==> config.mk <==
export PLATFORM = sky130hd
export DESIGN_NAME = gtp_port_logic
export DESIGN_NICKNAME = d
export VERILOG_FILES = /design/src/gtp_port_logic.v /design/src/gtp_sync.v /design/src/gtp_pulse.v
export VERILOG_INCLUDE_DIRS = /design/src
export SDC_FILE = /design/constraint.sdc
export NUM_CORES = 1
export LEC_CHECK = 0
export BUFFER_PORTS_ARGS = -buffer_cell sky130_fd_sc_hd__buf_4
export CAP_MARGIN = 20
export CORE_AREA = 2 2 150 79
export DETAILED_ROUTE_END_ITERATION = 6
export DIE_AREA = 0 0 152 81
export PLACE_DENSITY = 0.79
export SLEW_MARGIN = 10
export SYNTH_ARGS = -nofsm -noshare
export SYNTH_HDL_FRONTEND = slang
export SYNTH_SLANG_ARGS = --single-unit
==> constraint.sdc <==
create_clock -name clock_i -period 1.95 [get_ports clock_i]
set_input_delay 0.2925 -clock clock_i [delete_from_list [all_inputs] [get_ports clock_i]]
set_output_delay 0.2925 -clock clock_i [all_outputs]
set_load 0.005 [all_outputs]
==> src/gtp_defs.vh <==
/*
 gtp_defs.vh: constants for the general-purpose input / tally port logic:
 function codes, polarity codes, reset values and timing.
 Assumes inclusion by bare name from each design file of the block.
*/
`ifndef GTP_DEFS_VH
`define GTP_DEFS_VH

// port function codes
`define GTP_FN_UNUSED     3'h0
`define GTP_FN_TALLY      3'h1
`define GTP_FN_GEN_OUT    3'h2
`define GTP_FN_TRIGGER    3'h3
`define GTP_FN_OVERRIDE   3'h4
`define GTP_FN_SRC_RESET  3'h5
`define GTP_FN_GEN_IN     3'h6

// trigger / tally polarity codes
`define GTP_POL_FALLING   2'h0
`define GTP_POL_RISING    2'h1
`define GTP_POL_HIGH      2'h2
`define GTP_POL_LOW       2'h3

// widths and reset values
`define GTP_NUM_PORTS     4
`define GTP_PW_WIDTH      8
`define GTP_PW_RESET      8'h01
`define GTP_SYNC_STAGES   2

`endif

==> src/gtp_port_logic.v <==
/*
 gtp_port_logic.v: general-purpose input / tally port logic, one slice per
 port: function select, edge or level qualification, timed outputs, manual
 override and trigger-source control towards the splice encoder core.
 Assumes decoder match and frame strobe are synchronous to clock_i and
 that port pins are asynchronous. Configuration is held by the caller.
*/
// Functional notes
// - unused function ignores input and polarity
// - tally mode: output on decoded splice match
// - general output driven from configuration only
// - general input level is reported
// - trigger mode requests splice message insertion
// - override mode replaces source until restored
// - reset-source mode restores source, edge only
// - falling polarity fires once high to low
// - rising polarity fires once low to high
// - active-high acts while input high
// - active-low acts while input low
// - read-only per-port present tally state
// - output pulse lasts configured frame count
// - manual override picks user or function source
// - manual high latches output high until reset; code holds it only while manual_enable_i stays high and the level is unchanged
// - manual low latches output low until reset; code holds it only while manual_enable_i stays high and the level is unchanged
`timescale 1ns/10ps
`default_nettype none
`include "gtp_defs.vh"

module gtp_port_logic #(
  parameter PORTS    = `GTP_NUM_PORTS,
  parameter PW_WIDTH = `GTP_PW_WIDTH
) (
  input  wire                  clock_i,
  input  wire                  reset_i,
  input  wire                  enable_i,
  input  wire                  frame_start_i,
  input  wire [PORTS-1:0]      pin_i,
  input  wire [3*PORTS-1:0]    function_i,
  input  wire [2*PORTS-1:0]    polarity_i,
  input  wire [PW_WIDTH*PORTS-1:0] pulse_width_i,
  input  wire [PORTS-1:0]      manual_enable_i,
  input  wire [PORTS-1:0]      manual_level_i,
  input  wire [PORTS-1:0]      general_out_i,
  input  wire [PORTS-1:0]      tally_match_i,
  input  wire                  source_edge_mode_i,
  output wire [PORTS-1:0]      pin_o,
  output wire [PORTS-1:0]      pin_oe_o,
  output wire [PORTS-1:0]      input_level_o,
  output wire [PORTS-1:0]      tally_state_o,
  output wire                  trigger_req_o,
  output wire [PORTS-1:0]      trigger_port_o,
  output reg                   source_override_o
);

  wire [PORTS-1:0] pin_sync;
  reg  [PORTS-1:0] pin_prev_q;
  wire [PORTS-1:0] qualify;
  wire [PORTS-1:0] is_level;
  wire [PORTS-1:0] fn_out;
  wire [PORTS-1:0] trig_pulse;
  wire [PORTS-1:0] ovr_set;
  wire [PORTS-1:0] ovr_clr;

  // pins are asynchronous to the core clock
  gtp_sync #(
    .WIDTH    (PORTS)
  ) u_sync (
    .clock_i  (clock_i),
    .reset_i  (reset_i),
    .enable_i (enable_i),
    .async_i  (pin_i),
    .sync_o   (pin_sync)
  );

  // previous synchronised level for edge detection
  always @(posedge clock_i)
  begin
    if (reset_i)
      pin_prev_q <= {PORTS{1'b1}};
    else if (enable_i)
      pin_prev_q <= pin_sync;
  end

  genvar g;
  generate
    for (g = 0; g < PORTS; g = g + 1)
    begin : g_port
      wire [2:0]          fn    = function_i[3*g +: 3];
      wire [1:0]          pol   = polarity_i[2*g +: 2];
      wire                now   = pin_sync[g];
      wire                was   = pin_prev_q[g];
      reg                 qual;
      wire                start;
      wire                pulse_on;
      reg                 latch_q;
      reg                 latch_set_q;
      reg                 man_prev_q;
      reg                 drive;
      reg                 oe;
      reg                 level_q;
      reg                 pin_q;
      reg                 oe_q;
      reg                 in_lvl_q;
      reg                 tally_q;
      reg                 trig_q;

      // polarity qualification; unused function disregards it
      always @*
      begin
        qual = 1'b0;
        if (fn != `GTP_FN_UNUSED)
        begin
          case (pol)
            `GTP_POL_FALLING: qual = was & ~now;
            `GTP_POL_RISING:  qual = ~was & now;
            `GTP_POL_HIGH:    qual = now;
            `GTP_POL_LOW:     qual = ~now;
            default:          qual = 1'b0;
          endcase
        end
      end
      assign qualify[g]  = qual;
      assign is_level[g] = pol[1];

      // tally and general output pulses start on their own event
      assign start = (fn == `GTP_FN_TALLY)   ? tally_match_i[g] :
                     (fn == `GTP_FN_GEN_OUT) ? general_out_i[g] :
                     1'b0;

      gtp_pulse #(
        .PW_WIDTH (PW_WIDTH)
      ) u_pulse (
        .clock_i  (clock_i),
        .reset_i  (reset_i),
        .enable_i (enable_i),
        .start_i  (start),
        .frame_i  (frame_start_i),
        .width_i  (pulse_width_i[PW_WIDTH*g +: PW_WIDTH]),
        .active_o (pulse_on)
      );
      assign fn_out[g] = pulse_on;

      // manual level latched on first enable after reset or on a level change while enabled
      always @(posedge clock_i)
      begin
        if (reset_i)
        begin
          latch_q     <= 1'b0;
          latch_set_q <= 1'b0;
          man_prev_q  <= 1'b0;
        end
        else if (enable_i)
        begin
          man_prev_q <= manual_level_i[g];
          if (manual_enable_i[g] &&
              (!latch_set_q || (man_prev_q != manual_level_i[g])))
          begin
            latch_set_q <= 1'b1;
            latch_q     <= manual_level_i[g];
          end
        end
      end

      // output source: user latch or function pulse; inverted manual level until the latch is set
      always @*
      begin
        oe    = (fn == `GTP_FN_TALLY) || (fn == `GTP_FN_GEN_OUT);
        drive = 1'b0;
        if (manual_enable_i[g])
        begin
          oe    = 1'b1;
          drive = latch_set_q ? latch_q : ~manual_level_i[g];
        end
        else if (oe)
          drive = fn_out[g];
      end

      // registered pin drive and reporting
      always @(posedge clock_i)
      begin
        if (reset_i)
        begin
          pin_q    <= 1'b0;
          oe_q     <= 1'b0;
          in_lvl_q <= 1'b0;
          tally_q  <= 1'b0;
          trig_q   <= 1'b0;
          level_q  <= 1'b0;
        end
        else if (enable_i)
        begin
          pin_q <= drive;
          oe_q  <= oe;
          // input level only reported in general input mode
          in_lvl_q <= (fn == `GTP_FN_GEN_IN) ? now : 1'b0;
          // tally reflects the pin drive when driving, else the input
          tally_q <= oe ? drive : now;
          // level modes request once per asserted period, avoiding floods
          level_q <= qualify[g];
          trig_q  <= (fn == `GTP_FN_TRIGGER) &&
                     (is_level[g] ? (qualify[g] & ~level_q) : qualify[g]);
        end
      end

      // per-slice flops keep every output bit on a single driver
      assign pin_o[g]         = pin_q;
      assign pin_oe_o[g]      = oe_q;
      assign input_level_o[g] = in_lvl_q;
      assign tally_state_o[g] = tally_q;
      assign trig_pulse[g]    = trig_q;

      assign ovr_set[g] = (fn == `GTP_FN_OVERRIDE) && qualify[g];
      assign ovr_clr[g] = (fn == `GTP_FN_SRC_RESET) && qualify[g] &&
                          source_edge_mode_i && !is_level[g];
    end
  endgenerate

  assign trigger_req_o  = |trig_pulse;
  assign trigger_port_o = trig_pulse;

  // override holds until a reset-source event; a set in the same cycle wins
  always @(posedge clock_i)
  begin
    if (reset_i)
      source_override_o <= 1'b0;
    else if (enable_i)
    begin
      if (|ovr_set)
        source_override_o <= 1'b1;
      else if (|ovr_clr)
        source_override_o <= 1'b0;
    end
  end

endmodule
`default_nettype wire

==> src/gtp_sync.v <==
/*
 gtp_sync.v: multi-bit two-stage synchroniser for port pins.
 Assumes each bit is an independent asynchronous level.
*/
`timescale 1ns/10ps
`default_nettype none
`include "gtp_defs.vh"

module gtp_sync #(
  parameter WIDTH = `GTP_NUM_PORTS
) (
  input  wire             clock_i,
  input  wire             reset_i,
  input  wire             enable_i,
  input  wire [WIDTH-1:0] async_i,
  output wire [WIDTH-1:0] sync_o
);

  reg [WIDTH-1:0] meta_q;
  reg [WIDTH-1:0] stable_q;

  // first stage feeds only the second stage
  always @(posedge clock_i)
  begin
    if (reset_i)
    begin
      meta_q   <= {WIDTH{1'b1}};
      stable_q <= {WIDTH{1'b1}};
    end
    else if (enable_i)
    begin
      meta_q   <= async_i;
      stable_q <= meta_q;
    end
  end

  assign sync_o = stable_q;

endmodule
`default_nettype wire

==> src/gtp_pulse.v <==
/*
 gtp_pulse.v: frame-counted output pulse timer.
 Assumes frame_i is a one-cycle frame-start strobe on clock_i.
*/
`timescale 1ns/10ps
`default_nettype none
`include "gtp_defs.vh"

module gtp_pulse #(
  parameter PW_WIDTH = `GTP_PW_WIDTH
) (
  input  wire                clock_i,
  input  wire                reset_i,
  input  wire                enable_i,
  input  wire                start_i,
  input  wire                frame_i,
  input  wire [PW_WIDTH-1:0] width_i,
  output wire                active_o
);

  reg [PW_WIDTH-1:0] count_q;
  reg                active_q;

  // restart wins over the frame decrement so a retrigger is never lost
  always @(posedge clock_i)
  begin
    if (reset_i)
    begin
      count_q  <= {PW_WIDTH{1'b0}};
      active_q <= 1'b0;
    end
    else if (enable_i)
    begin
      if (start_i && (width_i != {PW_WIDTH{1'b0}}))
      begin
        count_q  <= width_i;
        active_q <= 1'b1;
      end
      else if (active_q && frame_i)
      begin
        count_q <= count_q - {{(PW_WIDTH-1){1'b0}}, 1'b1};
        if (count_q == {{(PW_WIDTH-1){1'b0}}, 1'b1})
          active_q <= 1'b0;
      end
    end
  end

  assign active_o = active_q;

endmodule
`default_nettype wire

### Yosys cells after proc, flatten, opt, wreduce, memory -nomap -nowiden

Cells that the tools add are included.

* register bits: 85
* output and inout bits: 22
* logic and storage cells: 275

* add/sub/neg operators: 4
* equality and inequality tests: 44
* muxes and demuxes: 66
* bitwise operators: 28
* reduce and logical (&&, ||, !) cells: 85

Operators by type and width (number)
* 8-bit 2-to-1 mux: 8
* 1-bit 2-to-1 mux: 54
* 3-bit == test, second input constant: 12
* 8-bit by 1-bit == test with 1-bit output, second input constant: 4
* 1-bit logical AND: 32
* 8-bit nonzero test: 4
* 8-bit by 1-bit subtractor with 8-bit output, second input constant: 4
* 3-bit by 2-bit == test with 1-bit output, second input constant: 8
* 2-bit AND reduction: 9
* 2-bit nonzero test: 9
* 2-bit == test, second input constant: 8
* 1-bit inverter: 16
* 1-bit case mux with 4 select lines: 4
* 1-bit bitwise AND: 12
* 3-bit by 1-bit == test with 1-bit output, second input constant: 4
* 3-bit AND reduction: 4
* 3-bit nonzero test: 4
* 4-bit OR reduction: 3
* 2-bit by 1-bit == test with 1-bit output, second input constant: 4
* 1-bit zero test: 8
* 2-bit zero test: 4
* 1-bit logical OR: 8
* 1-bit != test: 4

### Longest topological paths before layout

Gate-level depths: netlist (run 1).

* word-level depth: 10
* depth in mapped cells: 7
* gate-level depth less buffers: 7

### Modules after synthesis

From an unflattened synthesis (run 1), not the netlist that was laid out.

* cell total of the unflattened synthesis: 593
* area total of the unflattened synthesis: 5167.5 um^2

By module, submodules not included
* gtp_port_logic: times used 1, cells each 285, area an instance 2339.7 um^2, sequential area each 820.8 um^2
* gtp_pulse (g_port[1].u_pulse ...): times used 3, cells each 70, area an instance 629.4 um^2, sequential area each 180.2 um^2
* gtp_pulse (g_port[0].u_pulse): times used 1, cells each 72, area an instance 636.9 um^2, sequential area each 180.2 um^2
* gtp_sync: times used 1, cells each 26, area an instance 302.8 um^2, sequential area each 160.2 um^2

### Least setup slack after synthesis (run 1)

Ideal clock, no wire load.

* path type: input -> register
* from: input function_i[4]
* to: register g_port[1].u_pulse.count_q[0]
* data arrival time: 1739 ps
* required time: 1822 ps
* setup slack: 83 ps
* stages on the path: 6
* path buffers: 1
* path through: clkbuf_1 > nand3b_1 > a221oi_2 > mux2_2 > a22oi_1 > nor2_1

* word-level cells in the longest chain between the ends: 6
* elaborated cells between the ends (all ways): 8

RTL lines
* from (decl): RTL line gtp_port_logic.v:38 `input wire [3*PORTS-1:0] function_i,`
* 3-bit by 2-bit == test with 1-bit output (no line)
* 1-bit 2-to-1 mux: RTL line gtp_port_logic.v:127 `` (fn == `GTP_FN_GEN_OUT) ? general_out_i[g] : ``
* 1-bit 2-to-1 mux *: RTL line gtp_port_logic.v:126 `` assign start = (fn == `GTP_FN_TALLY) ? tally_match_i[g] : ``
* 1-bit logical AND *: RTL line gtp_pulse.v:34 `if (start_i && (width_i != {PW_WIDTH{1'b0}}))`
* 2-bit nonzero test (no line)
* 2-bit AND reduction (no line)
* to (signal assigned): RTL line gtp_pulse.v:29 `count_q <= {PW_WIDTH{1'b0}};`
* to (signal assigned): RTL line gtp_pulse.v:36 `count_q <= width_i;`
* to (signal assigned): RTL line gtp_pulse.v:41 `count_q <= count_q - {{(PW_WIDTH-1){1'b0}}, 1'b1};`
* to (decl): RTL line gtp_pulse.v:21 `reg [PW_WIDTH-1:0] count_q;`

Every way passes the cells marked *; elsewhere a longest branch is shown, timed or not.
A chain may end at the register's enable or synchronous reset.

### Worst setup path after layout (run 1)

* from: register g_port[2].u_pulse.count_q[3]
* to: register g_port[2].u_pulse.count_q[7]

* word-level cells in the longest chain between the ends: 3

RTL lines
* from (decl): RTL line gtp_pulse.v:21
* from (signal assigned): RTL line gtp_pulse.v:29
* from (signal assigned): RTL line gtp_pulse.v:36
* from (signal assigned): RTL line gtp_pulse.v:41
* 8-bit by 1-bit subtractor with 8-bit output: RTL line gtp_pulse.v:41
* 8-bit 2-to-1 mux: RTL line gtp_pulse.v:39 `else if (active_q && frame_i)`
* 8-bit 2-to-1 mux: RTL line gtp_pulse.v:34

No other way between the ends. The select of a mux whose other input is x is not followed.

==> metrics.md, run 1 <==
| Metric | Value |
|---|---|
| Critical path endpoint category | `register` |
| Total Routing Usage GR | `0.231` |
| # DRC | `0` |
| Die ar. | `12300 um^2` |
| Tightest Pin Transition | `460 ps` |
| Area growth, synth to finish | `23.1%` |
| Met1 track demand over resource | `0.325` |
| Vias in the first global route | `4506` |
| Nets | `752` |
| Placed cell area | `5670 um^2` |
| Maximum number of pins on one net before global-route repair | `60` |
| Placed Instances | `806` |
| Yosys synthesis warning count | `0` |
| Seq/Total Area, Yosys | `0.351` |
| Placed wire-length estimate | `10.7 mm` |
| H-tree depth | `3` |
| Share of cells above drive strength 1 | `0.234` |
| Worst EP arrival | `2150 ps` |
| Starting DRC count in detailed routing | `353` |
| Pins Over Slew Limit | `0` |
| Startpoint type of the worst setup path | `register` |
| Gate Count Post-Synth | `585` |
| Net Switching | `1090 uW` |
| 1st-pass router iterations | `5` |
| Routability cong. | `0.901` |
| #FFs+latches synth | `85` |
| Gate power share | `0.165` |
| Fin. Hold Viols | `0` |
| Synth unique cells | `62` |
| Synth Area per Inst | `8.29 um^2` |
| Area leader, netlist | `dfxtp_1` |
| Pwr per Cell Area | `728 nW/um^2` |
| Fin Clk Skew | `3.02 ps` |
| Core area | `11200 um^2` |
| CTS Buf Count | `9` |
| Leak pwr | `0.00237 uW` |
| Post-layout minimum cycle time | `1900 ps` |
| Clk pwr share | `0.398` |
| Synth Net Count | `670` |
| Fill cells | `1026` |
| Internal | `3260 uW` |
| DR vias | `4889` |
| Clk_lat worst skew | `330 ps` |
| Final Core Density | `0.531` |
| VDD IR-drop max | `0.000333 V` |
| HP Class | `input port to register` |
| Wirelength per Cell | `17.5 um` |
| Diodes inserted | `0` |
| Synth async-reset ratio | `0` |
| M2 GR Usage | `0.353` |
| WS Path Type | `register to register` |
| Post-synth top area share | `0.351` |
| Fin Setup TNS | `0 ps` |
| Port Buffers | `98` |
| Post-Syn Area | `4850 um^2` |
| Clock buffer depth | `2` |
| Max-Cap Viols | `0` |
| Die Span Y | `81 um` |
| First-pass GRT wire length | `22.7 mm` |
| Ys flop type | `dfxtp_1` |
| Row count | `28` |
| Vias per inst | `5.96` |
| F_max | `0.526 GHz` |
| Status | `complete, no violations` |
| Seq pwr share | `0.437` |
| Met3 Use GR | `0.0630` |
| Post-route insts no fill | `820` |
| Initial core utilization | `0.431` |
| Final setup violation count | `0` |
| Final instance area | `5970 um^2` |
| Routed WL | `14.3 mm` |
| RSZ-0062 raised after global routing | `false` |
| Top Ports | `99` |
| Root buffer cell | `clkbuf_16` |
| Initial antenna violation count | `0` |
| Final period utilization | `0.975` |
| Grt total ovfl | `0` |
| Number of synthesized flops with an enable pin | `0` |
| Worst Path Max Fanout | `5` |
| Antenna Nets Post-Route | `0` |
| CTS sink cnt | `85` |
| Top Usage Layer GRT | `met2` |
| Req. time, crit path | `2200 ps` |
| Die width | `152 um` |
| TritonCTS clock tree | `built` |
| Worst-path clk slew | `60 ps` |
| Top post-synthesis cells by area | `dfxtp_1, a21oi_1, mux2i_1` |
| Slew HR | `0.690` |
| Sw frac | `0.251` |
## sequential cells by signal, indices dropped and copies added (netlist names)
signal / cells
g_port.u_pulse.count_q: 32
g_port.in_lvl_q: 4
g_port.latch_q: 4
g_port.latch_set_q: 4
g_port.level_q: 4
g_port.man_prev_q: 4
g_port.oe_q: 4
g_port.pin_q: 4
g_port.tally_q: 4
g_port.trig_q: 4
g_port.u_pulse.active_o: 4
pin_prev_q: 4
u_sync.meta_q: 4
u_sync.sync_o: 4
source_override_o: 1
## metrics by stage
stage | power (uW) | setup slack (ps) | hold WS (ps)
5_1_grt | 4530 | 8.04 | 172
4_1_cts | 4370 | 38.9 | 160
2_1_floorplan | 2330 | 83.1 | 410
3_5_place_dp | 2640 | -90.0 | 459
6_report | 4350 | 49.4 | 166
3_3_place_gp | 2600 | 45.4 | 447
## cells in the mapped netlist (9+ instances only)
cell,instances
o21ai_0,23
nor4_1,14
nand3_1,23
buf_4,21
nor3b_1,9
nand2_1,44
nor2b_1,9
clkbuf_1,19
nor2_1,56
a21oi_1,46
nand3b_1,11
inv_1,10
a211oi_1,12
nor3_1,22
nand2b_1,13
mux2i_1,21
dfxtp_1,85
## cell families (layout without fill, tap and decap cells)
| kind of cell | count (synthesis) | in the layout | synth area share |
|---|---|---|---|
| AND/OR/NAND/NOR | 258 | 258 | 0.296 |
| AO/OA/AOI/OAI | 144 | 144 | 0.200 |
| flip-flops | 85 | 85 | 0.351 |
| buffers and inverters | 61 | 146 | 0.0720 |
| multiplexers | 25 | 25 | 0.0526 |
| adder cells (fa/ha/maj) | 8 | 8 | 0.0206 |
| XOR/XNOR | 4 | 4 | 0.00722 |
## power groups by stage
| stage | registers [uW] | clock network [uW] | logic, uW |
|---|---|---|---|
| 6_report | 1900 | 1730 | 717 |
| 5_1_grt | 1910 | 1830 | 782 |
| 4_1_cts | 1900 | 1770 | 708 |
| 3_5_place_dp | 1930 | 0 | 702 |
| 3_3_place_gp | 1930 | 0 | 675 |
| 2_1_floorplan | 1910 | 0 | 415 |
## final cells by class
type	count	area, um^2	share of cell area
clock buffers	13	270	0.0453
well taps	150	188	0.0314
clock inverters	1	30.0	0.00503
repair buffers	122	941	0.158
multi-input cells	439	2800	0.469
inverters	10	37.5	0.00629
flip-flops and latches	85	1700	0.285
## final timing paths
kind         slack [ps]  depth (start not counted)                           end                         start
max reg2reg          50                          4  g_port[2].u_pulse.count_q[7]  g_port[2].u_pulse.count_q[3]
max                  50                          4  g_port[2].u_pulse.count_q[7]  g_port[2].u_pulse.count_q[3]
min reg2reg         470                          2              u_sync.meta_q[0]              u_sync.meta_q[0]
min                 170                          2              u_sync.meta_q[1]                      pin_i[1]
## layer usage
metal | up-vias | wire, um
li1 | 2333 | -
met1 | 2291 | 6780
met2 | 243 | 6150
met3 | 22 | 1220
met4 | 0 | 174
met5 | - | 0
## worst max-delay path: stages, from the launching register on
cell and delay [ps]:
dfxtp_1 340, or4_4 560, or3_1 370, or3_1 330, a311oi_2 220
## layout by cell type, fill, tap and decap left out, types with 14 or more instances in the layout
master | netlist | layout
mux2i_1 | 21 | 21
dfxtp_1 | 85 | 85
nor2_1 | 56 | 56
a21oi_1 | 46 | 46
nor4_1 | 14 | 14
nor3_1 | 22 | 22
nand3_1 | 23 | 23
o21ai_0 | 23 | 23
nand2_1 | 44 | 44
buf_4 | 21 | 120
## repair_timing
action / 4_1_cts / 5_1_grt
resized for setup: 0 / 1
endpoints found under the setup margin: 0 / 1
buffers inserted: 0 / 0
hold buffers: 0 / 0
Note: power is estimated with default switching activity, not from simulation.
==> inputs of run 2 (changes only) <==
- RECOVER_POWER: unset -> 50
==> run 2 against run 1 <==
Wire length shrank 0.10%. Core utilization shrank 0.17 points. Critical path depth is the same. First-iteration DRC count grew 14%. Critical path type unchanged. Largest cell class unchanged.
==> metrics.md, run 2 (same netlist as run 1, synthesis figures left out) <==
| Metric | Value |
|---|---|
| Fin Setup TNS | `0 ps (unchanged)` |
| Worst-path clk slew | `60 ps (about the same)` |
| Power Total | `4340 uW (-0.22%)` |
| Crit path launch | `g_port[2].u_pulse.count_q[3]` |
| CTS sink cnt | `85 (unchanged)` |
| RSZ-0062 raised after global routing | `false` |
| Final instance area | `5950 um^2 (-0.31%)` |
| Routed WL | `14.3 mm (-0.10%)` |
| Nets | `752 (unchanged)` |
| Initial core utilization | `0.431 (unchanged)` |
| Maximum number of pins on one net before global-route repair | `60 (unchanged)` |
| Share of cells above drive strength 1 | `0.227 (-0.00746)` |
| Root buffer cell | `clkbuf_16` |
| Crit path max-delay family | `simple AND/OR/NAND/NOR gates` |
| CTS Buf Count | `9 (unchanged)` |
| Worst path cell trace | `or4_4 > or3_1 > or3_1 > a311oi_2` |
| 1st-pass router iterations | `5 (unchanged)` |
| Number of flip-flops in the largest register | `32 (unchanged)` |
| Fin. Hold Viols | `0 (unchanged)` |
| Starting DRC count in detailed routing | `403 (+14%)` |
| Diodes inserted | `0 (unchanged)` |
| Core area | `11200 um^2 (unchanged)` |
| Fin Clk Skew | `3.88 ps (+0.860 ps)` |
| Reg with most FFs | `g_port.u_pulse.count_q` |
| Setup WS pre-CTS | `-90.0 ps (unchanged)` |
| Initial antenna violation count | `0 (unchanged)` |
| Final period utilization | `0.974 (about the same)` |
| DR vias | `4920 (+0.63%)` |
| Total Routing Usage GR | `0.231 (unchanged)` |
| Most used cell, CP | `or3_1` |
| Max-Cap Viols | `0 (unchanged)` |
| Critical path endpoint category | `register` |
| Commonest non-fill, non-tap cells in the layout | `buf_4, dfxtp_1, nor2_1` |
| Vias per inst | `6.00 (+0.63%)` |
| Top Ports | `99 (unchanged)` |
| Most common cell after layout, fill and taps aside | `buf_4` |
| Antenna Nets Post-Route | `0 (unchanged)` |
| Pins Over Slew Limit | `0 (unchanged)` |
| Final setup violation count | `0 (unchanged)` |
| HP Class | `input port to register` |
| PnR worst setup slack | `51.0 ps (+1.55 ps)` |
| WP buf/inv | `0 (unchanged)` |
| Area growth, synth to finish | `22.7%` |
| Startpoint type of the worst setup path | `register` |
| Clock buffer depth | `2 (unchanged)` |
| Crit-path max cell delay | `560 ps (about the same)` |
| CTS resizes | `0 (unchanged)` |
| Placed wire-length estimate | `10.7 mm (unchanged)` |
| VDD IR-drop max | `0.000336 V (+0.80%)` |
| Hold slack | `167 ps (+0.982 ps)` |
| Worst Path Max Fanout | `5 (unchanged)` |
| Slew HR | `0.688 (-0.00194)` |
| Worst hold path startpoint | `pin_i[1]` |
| WS Path Type | `register to register` |
| Port Buffers | `98 (unchanged)` |
| Hold-fix buffers at CTS | `0 (unchanged)` |
| Leak pwr | `0.00234 uW (-1.2%)` |
| Grt total ovfl | `0 (unchanged)` |
| Tightest Pin Transition | `463 ps (+2.88 ps)` |
| Req. time, crit path | `2200 ps (about the same)` |
| First-pass GRT wire length | `22.7 mm (unchanged)` |
| Post-layout minimum cycle time | `1900 ps (-1.55 ps)` |
| H-tree depth | `3 (unchanged)` |
| Vias in the first global route | `4506 (unchanged)` |
| Die Span Y | `81 um (unchanged)` |
| Pwr per Cell Area | `729 nW/um^2 (about the same)` |
| # DRC | `0 (unchanged)` |
| TritonCTS clock tree | `built` |
| Die width | `152 um (unchanged)` |
| Row count | `28 (unchanged)` |
| Routability cong. | `0.901 (unchanged)` |
| Wirelength per Cell | `17.4 um (-0.10%)` |
| Fill cells | `1033 (+0.68%)` |
| Placed cell area | `5670 um^2 (unchanged)` |
| F_max | `0.527 GHz (about the same)` |
| RR Startpoint | `g_port[2].u_pulse.count_q[3]` |
| Status | `complete, no violations` |
| Worst EP arrival | `2150 ps (about the same)` |
| Post-CTS setup buffer count | `0 (unchanged)` |
| Die ar. | `12300 um^2 (unchanged)` |
| Slowest CP cell | `or4_4` |
| Clk_lat worst skew | `330 ps (about the same)` |
[run 2: cell types whose count changed in the layout (fill, tap and decap cells not counted)]
cell / change
clkbuf_4: +18
buf_4: -23
clkbuf_1: +5
[run 2: layer usage]
metal,GRT usage,part of all wire,vias up
met5,0,0,-
met1,0.325,0.47,2306
met3,0.0630,0.089,28
met4,0.0607,0.013,0
met2,0.353,0.43,243
li1,-,-,2343
[run 2: stage by stage]
| step | instances | util |
|---|---|---|
| after CTS | 820 | 0.531 |
| after global routing | 820 | 0.529 |
| after detailed placement | 806 | 0.504 |
| after floorplan | 585 | - |
| after global placement | 806 | 0.504 |
| final | 820 | 0.529 |
[run 2: area by class of cell]
| cell class | instances | area (um^2) | share of cell area |
|---|---|---|---|
| Timing Repair Buffer | 122 | 922 | 0.155 |
| Inverter | 10 | 37.5 | 0.00631 |
| Clock inverter | 1 | 30.0 | 0.00505 |
| Tap cell | 150 | 188 | 0.0315 |
| Multi-Input combinational cell | 439 | 2800 | 0.471 |
| Sequential cell | 85 | 1700 | 0.286 |
| Clock buffer | 13 | 270 | 0.0454 |
[run 2: power by group]
group / switching (uW) / leakage [uW] / internal (uW)
registers: 74.2 / 0.000695 / 1830
clock network: 646 / 0.000148 / 1080
logic: 370 / 0.00150 / 341
total: 1090 / 0.00234 / 3250
[run 2: final timing paths]
kind	slack, ps	end	cells past startpoint
min	170	u_sync.meta_q[1]	2
max reg2reg	50	g_port[2].u_pulse.count_q[7]	4
max	50	g_port[2].u_pulse.count_q[7]	4
min reg2reg	470	u_sync.meta_q[0]	2
